[src/rtl/mpag_pkg.sv]
// Shared constants and types for the page address generation block.
// Assumes a single 40 MHz processor clock and a word-organised core memory partner.
package mpag_pkg;

  // ----------------------------------------------------------------
  // Word and address layout
  // ----------------------------------------------------------------
  localparam int ADDR_W = 12;
  localparam int WORD_W = 12;
  localparam int PAGE_W = 5;
  localparam int OFFS_W = 7;
  localparam int OPC_W = 3;
  localparam logic [PAGE_W-1:0] PAGE_ZERO = 5'h00;
  localparam logic [ADDR_W-1:0] PC_RESET = 12'h000;
  localparam logic [ADDR_W-1:0] PC_STEP = 12'h001;

  // ----------------------------------------------------------------
  // Special locations and opcodes
  // ----------------------------------------------------------------
  localparam logic [ADDR_W-1:0] INT_SAVE_ADDR = 12'h000;
  localparam logic [ADDR_W-1:0] INT_VECTOR = 12'h001;
  localparam logic [ADDR_W-1:0] AUTOIDX_LO = 12'h008;
  localparam logic [ADDR_W-1:0] AUTOIDX_HI = 12'h00F;
  localparam logic [OPC_W-1:0] OPC_JMP = 3'h5;
  localparam logic [OPC_W-1:0] OPC_FIRST_NON_MRI = 3'h6;

  // ----------------------------------------------------------------
  // Register map (byte addresses) and field positions
  // ----------------------------------------------------------------
  localparam int BUS_AW = 5;
  localparam logic [BUS_AW-1:0] REG_CTRL = 5'h00;
  localparam logic [BUS_AW-1:0] REG_PC = 5'h04;
  localparam logic [BUS_AW-1:0] REG_STATUS = 5'h08;
  localparam logic [BUS_AW-1:0] REG_MA = 5'h0C;
  localparam logic [BUS_AW-1:0] REG_EA = 5'h10;
  localparam logic [BUS_AW-1:0] REG_INSTR = 5'h14;
  localparam int CTRL_RUN_BIT = 0;
  localparam int CTRL_INT_BIT = 1;
  localparam int STAT_AUTOIDX_BIT = 0;
  localparam int STAT_INTDONE_BIT = 1;
  localparam int STAT_INTPEND_BIT = 2;
  localparam int STAT_STATE_LSB = 4;

  // ----------------------------------------------------------------
  // Types
  // ----------------------------------------------------------------
  // Instruction word, most significant bit (bit 0 in processor numbering) first.
  typedef struct packed {
    logic [OPC_W-1:0] opcode;
    logic indirect;
    logic cur_page;
    logic [OFFS_W-1:0] offset;
  } mpag_instr_t;

  typedef struct packed {
    logic rd;
    logic wr;
    logic [ADDR_W-1:0] addr;
    logic [WORD_W-1:0] wdata;
  } mpag_mem_req_t;

  typedef enum logic [3:0] {
    S_IDLE, S_FETCH, S_IWAIT, S_DECODE, S_DEFER, S_DWAIT,
    S_EXEC, S_OWAIT, S_NEXT, S_INT, S_INTWAIT
  } mpag_state_t;

endpackage

[src/rtl/mpag_addr_form.sv]
// Page address former: builds the pointer or operand location of a memory
// reference instruction. Purely combinational; the caller registers the result.
`timescale 1ns/1ps
`default_nettype none
module mpag_addr_form (
  input wire logic [mpag_pkg::ADDR_W-1:0] ma_in,
  input wire mpag_pkg::mpag_instr_t instr_in,
  output logic [mpag_pkg::ADDR_W-1:0] addr_out
);

  // ----------------------------------------------------------------
  // Page select
  // ----------------------------------------------------------------
  // The opcode field is ignored here on purpose; only page bit and offset matter.
  always_comb begin
    if (instr_in.cur_page) begin
      addr_out = {ma_in[mpag_pkg::ADDR_W-1:mpag_pkg::OFFS_W], instr_in.offset};
    end else begin
      addr_out = {mpag_pkg::PAGE_ZERO, instr_in.offset};
    end
  end

endmodule // mpag_addr_form
`default_nettype wire

[src/rtl/mpag_autoidx_det.sv]
// Auto-index detector: flags indirect references through locations 0010-0017 octal.
// The incrementing itself belongs to a separate unit fed by the flag.
`timescale 1ns/1ps
`default_nettype none
module mpag_autoidx_det (
  input wire logic [mpag_pkg::ADDR_W-1:0] ptr_addr_in,
  input wire logic indirect_in,
  output logic hit_out
);

  // ----------------------------------------------------------------
  // Range compare
  // ----------------------------------------------------------------
  // Only indirect references count; a direct access to these words is ordinary.
  assign hit_out = indirect_in && (ptr_addr_in >= mpag_pkg::AUTOIDX_LO) &&
                   (ptr_addr_in <= mpag_pkg::AUTOIDX_HI);

endmodule // mpag_autoidx_det
`default_nettype wire

[src/rtl/mpag_top.sv]
// Processor address sequencer: fetch, page address formation, defer cycle,
// operand access and interrupt save, with an Avalon-MM register slave.
// Assumes memory holds a request until it pulses MEM_ACK_IN for one cycle.
//
// How it works
// - All formed addresses are 12 bits, covering 4096 words.
// - Memory is 32 pages of 128 words each.
// - Address register holds page in top 5 bits, offset in low 7.
// - Each fetch loads the whole address register from the program counter.
// - Top three instruction bits are the opcode and do not shape addresses.
// - Low seven instruction bits give the in-page location.
// - Offset reaches the address register only after page and indirect bits decode.
// - Current page is the page held in the address register at fetch.
// - Page bit one keeps the page and replaces the offset.
// - Page bit zero clears the page and loads the offset.
// - Indirect bit zero gives a direct operand address, one a pointer.
// - Indirect bit set enters a defer state to fetch a new address.
// - Defer reads the pointer and uses all 12 bits as effective address.
// - Interrupt saves the program counter into location zero.
// - After the save, execution resumes at location one.
// - Fetch moves the counter to the address register then increments it.
// - A jump loads the effective address into the program counter.
//
// Chosen here: the register offsets and the Avalon-MM slave port.
`timescale 1ns/1ps
`default_nettype none
module mpag_top (
  input wire logic CLK_IN,
  input wire logic RESET_IN,
  input wire logic [mpag_pkg::BUS_AW-1:0] AVS_ADDRESS_IN,
  input wire logic AVS_READ_IN,
  input wire logic AVS_WRITE_IN,
  input wire logic [31:0] AVS_WRITEDATA_IN,
  input wire logic [3:0] AVS_BYTEENABLE_IN,
  output logic [31:0] AVS_READDATA_OUT,
  output logic AVS_WAITREQUEST_OUT,
  input wire logic [mpag_pkg::WORD_W-1:0] MEM_RDATA_IN,
  input wire logic MEM_ACK_IN,
  output logic [mpag_pkg::ADDR_W-1:0] MEM_ADDR_OUT,
  output logic MEM_RD_OUT,
  output logic MEM_WR_OUT,
  output logic [mpag_pkg::WORD_W-1:0] MEM_WDATA_OUT,
  output logic AUTOINDEX_OUT
);

  // ----------------------------------------------------------------
  // Declarations
  // ----------------------------------------------------------------
  mpag_pkg::mpag_state_t state_q;
  mpag_pkg::mpag_mem_req_t mem_q;
  mpag_pkg::mpag_instr_t instr;
  logic [mpag_pkg::ADDR_W-1:0] pc_q;
  logic [mpag_pkg::ADDR_W-1:0] ma_q;
  logic [mpag_pkg::ADDR_W-1:0] ea_q;
  logic [mpag_pkg::WORD_W-1:0] mb_q;
  logic [mpag_pkg::ADDR_W-1:0] formed;
  logic auto_hit;
  logic is_mri;
  logic run_q;
  logic int_pend_q;
  logic autoidx_sticky_q;
  logic int_done_q;
  logic autoindex_q;
  logic waitreq_q;
  logic [31:0] rdata_q;
  logic [31:0] rd_mux;
  logic [31:0] be_mask;
  logic [31:0] wr_val;
  logic bus_wr;
  logic bus_rd;
  logic int_served;

  // ----------------------------------------------------------------
  // Instruction view and address helpers
  // ----------------------------------------------------------------
  // The page bit, indirect bit and offset are only interpreted in decode, so the offset never leaks early.
  assign instr = mpag_pkg::mpag_instr_t'(mb_q);
  assign is_mri = (instr.opcode < mpag_pkg::OPC_FIRST_NON_MRI);

  mpag_addr_form u_form (
    .ma_in(ma_q),
    .instr_in(instr),
    .addr_out(formed)
  );

  mpag_autoidx_det u_auto (
    .ptr_addr_in(formed),
    .indirect_in(instr.indirect),
    .hit_out(auto_hit)
  );

  // ----------------------------------------------------------------
  // Bus helpers
  // ----------------------------------------------------------------
  // A request is taken only while waitrequest is high, so each access acts once.
  assign bus_wr = AVS_WRITE_IN && waitreq_q;
  assign bus_rd = AVS_READ_IN && waitreq_q;
  assign int_served = (state_q == mpag_pkg::S_INTWAIT) && MEM_ACK_IN;

  // Byte enables become a bit mask, one lane per generate step.
  for (genvar g = 0; g < 4; g++) begin : g_lane
    assign be_mask[8*g+7:8*g] = {8{AVS_BYTEENABLE_IN[g]}};
  end

  // Merge of write data over the current content of the addressed register.
  always_comb begin
    wr_val = (rd_mux & ~be_mask) | (AVS_WRITEDATA_IN & be_mask);
  end

  // Read multiplexer; unmapped offsets read as zero.
  always_comb begin
    rd_mux = 32'h0000_0000;
    case (AVS_ADDRESS_IN)
      mpag_pkg::REG_CTRL: begin
        rd_mux[mpag_pkg::CTRL_RUN_BIT] = run_q;
      end
      mpag_pkg::REG_PC: rd_mux[mpag_pkg::ADDR_W-1:0] = pc_q;
      mpag_pkg::REG_STATUS: begin
        rd_mux[mpag_pkg::STAT_AUTOIDX_BIT] = autoidx_sticky_q;
        rd_mux[mpag_pkg::STAT_INTDONE_BIT] = int_done_q;
        rd_mux[mpag_pkg::STAT_INTPEND_BIT] = int_pend_q;
        rd_mux[mpag_pkg::STAT_STATE_LSB+3:mpag_pkg::STAT_STATE_LSB] = state_q;
      end
      mpag_pkg::REG_MA: rd_mux[mpag_pkg::ADDR_W-1:0] = ma_q;
      mpag_pkg::REG_EA: rd_mux[mpag_pkg::ADDR_W-1:0] = ea_q;
      mpag_pkg::REG_INSTR: rd_mux[mpag_pkg::WORD_W-1:0] = mb_q;
      default: rd_mux = 32'h0000_0000;
    endcase
  end

  // ----------------------------------------------------------------
  // Avalon-MM answer
  // ----------------------------------------------------------------
  // Fixed one-cycle answer: waitrequest drops in the cycle after the request.
  always_ff @(posedge CLK_IN) begin
    if (RESET_IN) begin
      waitreq_q <= 1'b1;
      rdata_q <= 32'h0000_0000;
    end else if (!waitreq_q) begin
      waitreq_q <= 1'b1;
    end else if (AVS_READ_IN || AVS_WRITE_IN) begin
      waitreq_q <= 1'b0;
      rdata_q <= AVS_READ_IN ? rd_mux : 32'h0000_0000;
    end
  end

  // ----------------------------------------------------------------
  // Control and sticky flags
  // ----------------------------------------------------------------
  // Hardware sets win over software clears so no event is lost.
  always_ff @(posedge CLK_IN) begin
    if (RESET_IN) begin
      run_q <= 1'b0;
      int_pend_q <= 1'b0;
      autoidx_sticky_q <= 1'b0;
      int_done_q <= 1'b0;
    end else begin
      if (bus_wr && AVS_ADDRESS_IN == mpag_pkg::REG_CTRL) begin
        run_q <= wr_val[mpag_pkg::CTRL_RUN_BIT];
      end
      if (bus_wr && AVS_ADDRESS_IN == mpag_pkg::REG_CTRL && wr_val[mpag_pkg::CTRL_INT_BIT]) begin
        int_pend_q <= 1'b1;
      end else if (int_served) begin
        int_pend_q <= 1'b0;
      end
      if (state_q == mpag_pkg::S_DECODE && is_mri && auto_hit) begin
        autoidx_sticky_q <= 1'b1;
      end else if (bus_wr && AVS_ADDRESS_IN == mpag_pkg::REG_STATUS &&
                   AVS_WRITEDATA_IN[mpag_pkg::STAT_AUTOIDX_BIT] && AVS_BYTEENABLE_IN[0]) begin
        autoidx_sticky_q <= 1'b0;
      end
      if (int_served) begin
        int_done_q <= 1'b1;
      end else if (bus_wr && AVS_ADDRESS_IN == mpag_pkg::REG_STATUS &&
                   AVS_WRITEDATA_IN[mpag_pkg::STAT_INTDONE_BIT] && AVS_BYTEENABLE_IN[0]) begin
        int_done_q <= 1'b0;
      end
    end
  end

  // Auto-index pulse for the external incrementing unit.
  always_ff @(posedge CLK_IN) begin
    if (RESET_IN) begin
      autoindex_q <= 1'b0;
    end else begin
      autoindex_q <= (state_q == mpag_pkg::S_DECODE) && is_mri && auto_hit;
    end
  end

  // ----------------------------------------------------------------
  // Sequencer with address and memory request registers
  // ----------------------------------------------------------------
  // Memory requests are held until the one-cycle acknowledge, then dropped.
  always_ff @(posedge CLK_IN) begin
    if (RESET_IN) begin
      state_q <= mpag_pkg::S_IDLE;
      pc_q <= mpag_pkg::PC_RESET;
      ma_q <= mpag_pkg::PC_RESET;
      ea_q <= mpag_pkg::PC_RESET;
      mb_q <= 12'h000;
      mem_q <= '0;
    end else begin
      case (state_q)
        mpag_pkg::S_IDLE: begin
          if (bus_wr && AVS_ADDRESS_IN == mpag_pkg::REG_PC) begin
            pc_q <= wr_val[mpag_pkg::ADDR_W-1:0];
          end else if (run_q && int_pend_q) begin
            state_q <= mpag_pkg::S_INT;
          end else if (run_q) begin
            state_q <= mpag_pkg::S_FETCH;
          end
        end
        mpag_pkg::S_FETCH: begin
          ma_q <= pc_q;
          pc_q <= pc_q + mpag_pkg::PC_STEP;
          mem_q <= '{rd: 1'b1, wr: 1'b0, addr: pc_q, wdata: 12'h000};
          state_q <= mpag_pkg::S_IWAIT;
        end
        mpag_pkg::S_IWAIT: begin
          if (MEM_ACK_IN) begin
            mb_q <= MEM_RDATA_IN;
            mem_q.rd <= 1'b0;
            state_q <= mpag_pkg::S_DECODE;
          end
        end
        mpag_pkg::S_DECODE: begin
          if (!is_mri) begin
            state_q <= mpag_pkg::S_NEXT;
          end else begin
            ma_q <= formed;
            if (instr.indirect) begin
              state_q <= mpag_pkg::S_DEFER;
            end else begin
              ea_q <= formed;
              state_q <= mpag_pkg::S_EXEC;
            end
          end
        end
        mpag_pkg::S_DEFER: begin
          mem_q <= '{rd: 1'b1, wr: 1'b0, addr: ma_q, wdata: 12'h000};
          state_q <= mpag_pkg::S_DWAIT;
        end
        mpag_pkg::S_DWAIT: begin
          if (MEM_ACK_IN) begin
            ea_q <= MEM_RDATA_IN;
            ma_q <= MEM_RDATA_IN;
            mem_q.rd <= 1'b0;
            state_q <= mpag_pkg::S_EXEC;
          end
        end
        mpag_pkg::S_EXEC: begin
          if (instr.opcode == mpag_pkg::OPC_JMP) begin
            pc_q <= ea_q;
            state_q <= mpag_pkg::S_NEXT;
          end else begin
            mem_q <= '{rd: 1'b1, wr: 1'b0, addr: ea_q, wdata: 12'h000};
            state_q <= mpag_pkg::S_OWAIT;
          end
        end
        mpag_pkg::S_OWAIT: begin
          if (MEM_ACK_IN) begin
            mem_q.rd <= 1'b0;
            state_q <= mpag_pkg::S_NEXT;
          end
        end
        mpag_pkg::S_NEXT: begin
          if (int_pend_q) begin
            state_q <= mpag_pkg::S_INT;
          end else if (run_q) begin
            state_q <= mpag_pkg::S_FETCH;
          end else begin
            state_q <= mpag_pkg::S_IDLE;
          end
        end
        mpag_pkg::S_INT: begin
          mem_q <= '{rd: 1'b0, wr: 1'b1, addr: mpag_pkg::INT_SAVE_ADDR, wdata: pc_q};
          state_q <= mpag_pkg::S_INTWAIT;
        end
        mpag_pkg::S_INTWAIT: begin
          if (MEM_ACK_IN) begin
            mem_q.wr <= 1'b0;
            pc_q <= mpag_pkg::INT_VECTOR;
            state_q <= mpag_pkg::S_NEXT;
          end
        end
        default: state_q <= mpag_pkg::S_IDLE;
      endcase
    end
  end

  // ----------------------------------------------------------------
  // Outputs
  // ----------------------------------------------------------------
  assign AVS_READDATA_OUT = rdata_q;
  assign AVS_WAITREQUEST_OUT = waitreq_q;
  assign MEM_ADDR_OUT = mem_q.addr;
  assign MEM_RD_OUT = mem_q.rd;
  assign MEM_WR_OUT = mem_q.wr;
  assign MEM_WDATA_OUT = mem_q.wdata;
  assign AUTOINDEX_OUT = autoindex_q;

  // ----------------------------------------------------------------
  // Assertions
  // ----------------------------------------------------------------
  fetch_load_a: assert property (@(posedge CLK_IN) disable iff (RESET_IN)
    state_q == mpag_pkg::S_FETCH |=> ma_q == $past(pc_q) && MEM_RD_OUT && MEM_ADDR_OUT == ma_q)
    else $error("Fetch did not load the address register from the counter.");

  pc_step_a: assert property (@(posedge CLK_IN) disable iff (RESET_IN)
    state_q == mpag_pkg::S_FETCH |=> pc_q == $past(pc_q) + 12'h001)
    else $error("Counter did not advance by one at fetch.");

  offset_hold_a: assert property (@(posedge CLK_IN) disable iff (RESET_IN)
    state_q == mpag_pkg::S_IWAIT |=> $stable(ma_q))
    else $error("Address register changed before decode.");

  cur_page_a: assert property (@(posedge CLK_IN) disable iff (RESET_IN)
    state_q == mpag_pkg::S_DECODE && is_mri && instr.cur_page |=>
      ma_q[11:7] == $past(ma_q[11:7]) && ma_q[6:0] == $past(mb_q[6:0]))
    else $error("Current page address formed wrongly.");

  page_zero_a: assert property (@(posedge CLK_IN) disable iff (RESET_IN)
    state_q == mpag_pkg::S_DECODE && is_mri && !instr.cur_page |=>
      ma_q[11:7] == 5'h00 && ma_q[6:0] == $past(mb_q[6:0]))
    else $error("Page zero address formed wrongly.");

  direct_ea_a: assert property (@(posedge CLK_IN) disable iff (RESET_IN)
    state_q == mpag_pkg::S_DECODE && is_mri && !instr.indirect |=>
      state_q == mpag_pkg::S_EXEC && ea_q == ma_q)
    else $error("Direct reference did not use the formed address.");

  defer_entry_a: assert property (@(posedge CLK_IN) disable iff (RESET_IN)
    state_q == mpag_pkg::S_DECODE && is_mri && instr.indirect |=>
      state_q == mpag_pkg::S_DEFER ##1 MEM_RD_OUT && MEM_ADDR_OUT == $past(ma_q))
    else $error("Indirect reference skipped the defer read.");

  defer_ea_a: assert property (@(posedge CLK_IN) disable iff (RESET_IN)
    state_q == mpag_pkg::S_DWAIT && MEM_ACK_IN |=> ea_q == $past(MEM_RDATA_IN))
    else $error("Pointer content not taken as effective address.");

  operand_addr_a: assert property (@(posedge CLK_IN) disable iff (RESET_IN)
    state_q == mpag_pkg::S_EXEC && instr.opcode != mpag_pkg::OPC_JMP |=>
      MEM_RD_OUT && MEM_ADDR_OUT == ea_q)
    else $error("Operand access not at the effective address.");

  jump_pc_a: assert property (@(posedge CLK_IN) disable iff (RESET_IN)
    state_q == mpag_pkg::S_EXEC && instr.opcode == mpag_pkg::OPC_JMP |=> pc_q == $past(ea_q))
    else $error("Jump did not load the counter.");

  int_save_a: assert property (@(posedge CLK_IN) disable iff (RESET_IN)
    state_q == mpag_pkg::S_INT |=> MEM_WR_OUT && MEM_ADDR_OUT == 12'h000 &&
      MEM_WDATA_OUT == $past(pc_q))
    else $error("Interrupt save not written to location zero.");

  int_vector_a: assert property (@(posedge CLK_IN) disable iff (RESET_IN)
    int_served |=> pc_q == 12'h001)
    else $error("Counter not set to location one after the save.");

  auto_flag_a: assert property (@(posedge CLK_IN) disable iff (RESET_IN)
    state_q == mpag_pkg::S_DECODE && is_mri && instr.indirect && formed >= 12'h008 &&
      formed <= 12'h00F |=> AUTOINDEX_OUT && autoidx_sticky_q)
    else $error("Auto-index reference not flagged.");

endmodule // mpag_top
`default_nettype wire

[config.mk]
export PLATFORM = sky130hd
export DESIGN_NAME = mpag_top
export DESIGN_NICKNAME = d
export VERILOG_FILES = /design/src/rtl/mpag_pkg.sv /design/src/rtl/mpag_addr_form.sv /design/src/rtl/mpag_autoidx_det.sv /design/src/rtl/mpag_top.sv
export SDC_FILE = /design/constraint.sdc
export NUM_CORES = 1
export LEC_CHECK = 0
export BUFFER_PORTS_ARGS = -buffer_cell sky130_fd_sc_hd__buf_2
export CORE_MARGIN = 2
export CORE_UTILIZATION = 50
export DETAILED_ROUTE_END_ITERATION = 12
export PLACE_DENSITY = 0.72
export RECOVER_POWER = 50
export SLEW_MARGIN = 20
export SYNTH_ARGS = -nofsm -noshare
export SYNTH_HDL_FRONTEND = slang
export SYNTH_HIERARCHICAL = 1
export SYNTH_SLANG_ARGS = --single-unit
[constraint.sdc]
create_clock -name CLK_IN -period 2.2 [get_ports CLK_IN]
set_input_delay 0 -clock CLK_IN [delete_from_list [all_inputs] [get_ports CLK_IN]]
set_output_delay 0 -clock CLK_IN [all_outputs]
set_load 0.05 [all_outputs]
; ---- After elaboration in Yosys (flattened, before gate mapping)
; Index checks and enable logic that the tools add are counted.
; Widths: inputs -> output; s select.
[totals]
register_bits = 116
input_bits = 58
output_inout_bits = 60
wordCells = 134
[classes]
add_sub_neg = 1
order_cmp = 3
eq_ne = 28
mux = 41
n_bitwise = 5
reduce_logical = 40
[op_table]
columns = operator, n
row1 = $mux 12, 9
row2 = $pmux 24 s4, 1
row3 = $pmux 12 s4, 1
row4 = $pmux 4 s10, 1
row5 = $mux 4, 9
row6 = $pmux 12 s3, 1
row7 = $mux 26, 1
row8 = $and 12x12->12, 2
row9 = $pmux 12 s2, 1
row10 = $pmux 4 s5, 1
row11 = $ne 2x2->1 const B, 9
row12 = $eq 4x3->1 const B, 4
row13 = $pmux 4 s4, 1
row14 = $reduce_bool 4->1, 4
row15 = $logic_and 1x1->1, 15
row16 = $add 12x1->12 const B, 1
row17 = $eq 4x4->1 const B, 3
row18 = $ge 12x4->1 const B, 1
row19 = $le 12x4->1 const B, 1
row20 = $not 12->12, 1
row21 = $or 12x12->12, 1
row22 = $pmux 1 s4, 3
row23 = $eq 5x4->1 const B, 2
row24 = $eq 5x5->1 const B, 2
row25 = other kinds (23), 43

; ---- Logic depth before layout (Yosys ltp)
[logic_depth]
depth_word = 6
depth_mapped = 8
mapped_depth_nobuf = 6

; ---- Modules after synthesis
; Netlist, hierarchy kept.
[modules_own_cells]
columns = module, instances, cells_each, area_per_inst_um2, seq_area_each_um2
row1 = mpag_top, 1, 634, 5504.0, 1921.8
row2 = mpag_addr_form, 1, 12, 83.8, 0.0
row3 = mpag_autoidx_det, 1, 3, 32.5, 0.0

; ---- Least setup slack after synthesis
; OpenSTA, ideal clock, no wires.
[synth_timing]
path_kind = flip-flop to flip-flop
from = register state_q[2]
to = register mem_q (netlist bit MEM_ADDR_OUT[3])
setup_time_ns = 0.136
arrival_ns = 1.659
required_time_ns = 2.064
slack_ns = 0.405
stages_incl_launch_ff = 7
path_buffers = 2
synth_period_minus_slack_ns = 1.795
cell_sequence = dfxtp_1 buf_4 or3b_1 o22a_1 buf_2 a221oi_1 nor3_1
[synth_between]
elab_chain_cells = 3
elab_cells_between_ends = 8
classes_between = eq/ne (5) / mux (1) / reduce/logical (2)
[synth_lines]
columns = element, line
row1 = start: declaration, mpag_top.sv:49  ; mpag_pkg::mpag_state_t state_q;
row2 = start signal: assignment, mpag_top.sv:196  ; state_q <= mpag_pkg::S_IDLE;
row3 = start signal: assignment, mpag_top.sv:208  ; state_q <= mpag_pkg::S_INT;
row4 = start signal: assignment, mpag_top.sv:210  ; state_q <= mpag_pkg::S_FETCH;
row5 = $eq 4x4->1 (tied with other cells), mpag_top.sv:203  ; case (state_q)
row6 = $reduce_bool 4->1 (no line) or $ne 2x2->1 (tied branches), n/a
row7 = $reduce_and 2->1 (no line), n/a
row8 = end signal: assignment, mpag_top.sv:216  ; mem_q <= '{rd: 1'b1, wr: 1'b0, addr: pc_q, wdata: 12'h000};
row9 = end signal: assignment, mpag_top.sv:240  ; mem_q <= '{rd: 1'b1, wr: 1'b0, addr: ma_q, wdata: 12'h000};
row10 = end signal: assignment, mpag_top.sv:256  ; mem_q <= '{rd: 1'b1, wr: 1'b0, addr: ea_q, wdata: 12'h000};
row11 = end: declaration, mpag_top.sv:50  ; mpag_pkg::mpag_mem_req_t mem_q;
; Several ways; a longest one is shown, not always the timed one.
; A chain may end at the register's enable or synchronous reset.

; ---- Final worst setup path
[layout_timing]
from = register state_q[2]
to = register pc_q[4] in the netlist's numbering
[layout_between]
elab_chain_cells = 3
elab_cells_between_ends = 10
classes_between = eq/ne (6) / mux (1) / reduce/logical (3)
[layout_lines]
columns = element, line
row1 = $eq 4x3->1 (tied with other cells), mpag_top.sv:203
row2 = $ne 2x2->1 (no line) or $reduce_bool 4->1 (tied branches), n/a
row3 = $reduce_and 4->1 (no line), n/a
row4 = end signal: assignment, mpag_top.sv:197  ; pc_q <= mpag_pkg::PC_RESET;
row5 = end signal: assignment, mpag_top.sv:206  ; pc_q <= wr_val[mpag_pkg::ADDR_W-1:0];
row6 = end signal: assignment, mpag_top.sv:215  ; pc_q <= pc_q + mpag_pkg::PC_STEP;
row7 = end: declaration, mpag_top.sv:52  ; logic [mpag_pkg::ADDR_W-1:0] pc_q;
; Several ways; a longest one is shown, not always the timed one.

==> run metrics <==
commonest cells in the netlist=dfxtp_1 (96), nor2_1 (91), a22oi_1 (47), mux2i_1 (37), nand2_1 (36); Lkg Pwr=between 0.002 and 0.0025 uW; Hold Crit Start=AVS_BYTEENABLE_IN[1]; remaining global-route overflow=0; Util after Layout=roughly three fifths; worst slew pin tran=approximately 740 ps; met2 usage=between 40 and 50%; Routed Antenna Nets=0; PortBufs=75; Synth Cell Area=5620 um2; setup tns final=0 ps; fin area=6440 um2; initial antenna violation count=0; number of cells after detailed placement=approximately 840; CP required=around 2400 ps; Clock Tree Buf Depth=2; vias after detailed routing=5348; HP Class=in -> reg; synthesized instance count=about 650; Rel. slew slack=around half; antenna cells=0; gr usage total=between 20% and 30%; critical path class=reg -> reg; Final Cycle Share=between 90% and 100%; Die ar.=12100 um2; Pwr Total=roughly 6300 uW; Max H-tree Level=3; Post-DP Area=just over 6000 um2; pwr dens=approximately 980 nW/um2; grt peak-use layer=met2; Max Freq=between 0.4 and 0.5 GHz; DRC=0; drt total wl=approximately 17000 um; met3 usage=approximately 6.2%; RSZ-0062 raised after global routing=no; outcome=finished, final reports clean; Fin. Hold Viols=0; Num CTS Buffers=9; ranking of synthesized cells by area=dfxtp_1 (34%), mux2i_1 (6.6%), a22oi_1 (6.3%), nor2_1 (6.1%), buf_4 (4.3%); Area growth syn-to-layout=14.5%; Iter 0 DRT Violations=a little under 600; top-count cell post-synth=dfxtp_1; register area share after synthesis=approximately 34%; YS warnings=6; post-DP HPWL=12600 um; skew final=between 10 and 15 ps; Synth Flop Type=dfxtp_1; Worst-path clk slew=about 100 ps; nets=just under 800; Yosys reg bits=96; CTS tree=built; Syn Area/Cell=just under 9 um2; vias in the first global route=about 5000; Die Span Y=110 um; Max VDD drop=0.734 mV; number of synthesized flops with an enable pin=0; Max-Cap Viols=0; async set-reset flop share out of synthesis=0%; met1 GRT Util=43.1%; Vias/cell=6.11; first-pass GRT wire length=about 27000 um; Non-Filler Instances=~880; DR pass1 iterations=5; global placement routability congestion=between 0.9 and 1; CP Capture Type=flip-flop; Setup violations, final=0; share of layout cells above drive strength 1=between 10% and 20%; Wirelength per Cell=19.8 um; share of the synthesized area in the top cell type=around a third; worst setup path startpoint=state_q[2]; I/O pins=118; Synth cell types=70; Synth area leader=dfxtp_1; largest net degree at the start of global routing=31; Setup crit start kind=flip-flop; worst-path fanout max=24; Critical Path AT=between 2000 and 2500 ps; FF-to-FF Start=state_q[2]; core area=roughly 11000 um2; min Tclk post-route=between 2000 and 2500 ps; # clock sinks=96; clock latency on the worst-skew pair=slightly below 400 ps; filler instances=roughly 1000; Initial Util=around half; Die Width=about 110 um; cell row count=38; max-slew violation count=0; Root Driver=clkbuf_8
## placed cells by master (no fill, tap or decap), types with 6 or more instances in the layout
cell | synthesis | final
clkbuf_8 | 0 | 11
a221oi_1 | 8 | 8
nor2_1 | 91 | 91
a21oi_1 | 16 | 16
o211ai_1 | 8 | 8
nor3_1 | 11 | 11
o21ai_0 | 22 | 22
a32oi_1 | 8 | 8
a211oi_1 | 16 | 16
and2_1 | 7 | 7
dlygate4sd3_1 | 0 | 16
nand2_1 | 36 | 36
a311oi_1 | 7 | 7
buf_4 | 32 | 38
nor2b_1 | 6 | 6
mux2i_1 | 37 | 37
nand2b_1 | 14 | 14
dfxtp_1 | 96 | 94
mux2_2 | 20 | 19
conb_1 | 1 | 20
a22oi_1 | 47 | 47
buf_2 | 16 | 35
a31oi_1 | 11 | 11
a311oi_2 | 8 | 8
xnor2_1 | 7 | 7
clkbuf_1 | 33 | 47
nand3_1 | 10 | 10
## registers in the layout, indices dropped and copies added, names as in the netlist, 4 cells and up
register / flops
MEM_WDATA_OUT: 12
ea_q: 12
MEM_ADDR_OUT: 12
ma_q: 12
state_q: 4
AVS_READDATA_OUT: 12
pc_q: 12
instr: 12
## where the power goes
group / switching (uW) / internal (uW)
Combinational: 1670 / 989
Sequential: 401 / 2050
Clock: 638 / 586
Total: 2710 / 3630
## worst paths after layout
| kind | endpoint | slack, ps | depth (start not counted) |
|---|---|---|---|
| worst max-delay path | pc_q[4] | 160 | 6 |
| worst max register to register | pc_q[4] | 160 | 6 |
| worst min register to register | autoidx_sticky_q | 500 | 1 |
| worst min-delay path | pc_q[8] | 40 | 4 |
## per-stage QoR
stage | hold slack (ps) | setup slack (ps)
floorplan | 87.9 | 405
global placement | 266 | 137
detailed placement | 277 | 53.8
CTS | 29.1 | 24.8
global route | 45.4 | 1.13
finish | 36.7 | 159
## timing repair
action,CTS,global route
endpoints found under the hold margin,27,0
endpoints found under the setup margin,0,36
buffers inserted,0,1
gates resized for setup,0,3
hold buffers,16,0
## cell type report
class,instances,area (um2),area share (%)
inverters,5,18.8,0.292
well taps,140,175,2.72
clock inverters,3,40.0,0.622
clock buffers,13,159,2.47
repair buffers,137,835,13.0
multi-input cells,482,3280,51.0
flip-flops and latches,96,1920,29.9
## per-layer routing
layer  up-vias  wire length, um
met2       249             7690
met3        22             1370
met1      2540             7890
met4         0              395
li1       2537                -
met5         -                0
## critical path, cell delays in order, from the launching register on
cell and delay [ps]:
dfxtp_1 380, buf_4 200, or4_1 560, a41oi_1 290, a21oi_4 160, o21ai_0 220, a31oi_1 60
## logic make-up (layout without fill, tap and decap cells)
family,count (synthesis),count (layout),share of synthesized area [%]
compound gates,179,179,24.6
xor+xnor,9,9,1.40
fa+ha+maj,1,1,0.223
buf+inv,90,158,8.77
flops,96,96,34.2
mux,57,57,10.6
other cells,1,20,0.0667
simple gates,216,216,20.1
(Power assumes the default switching activity.)
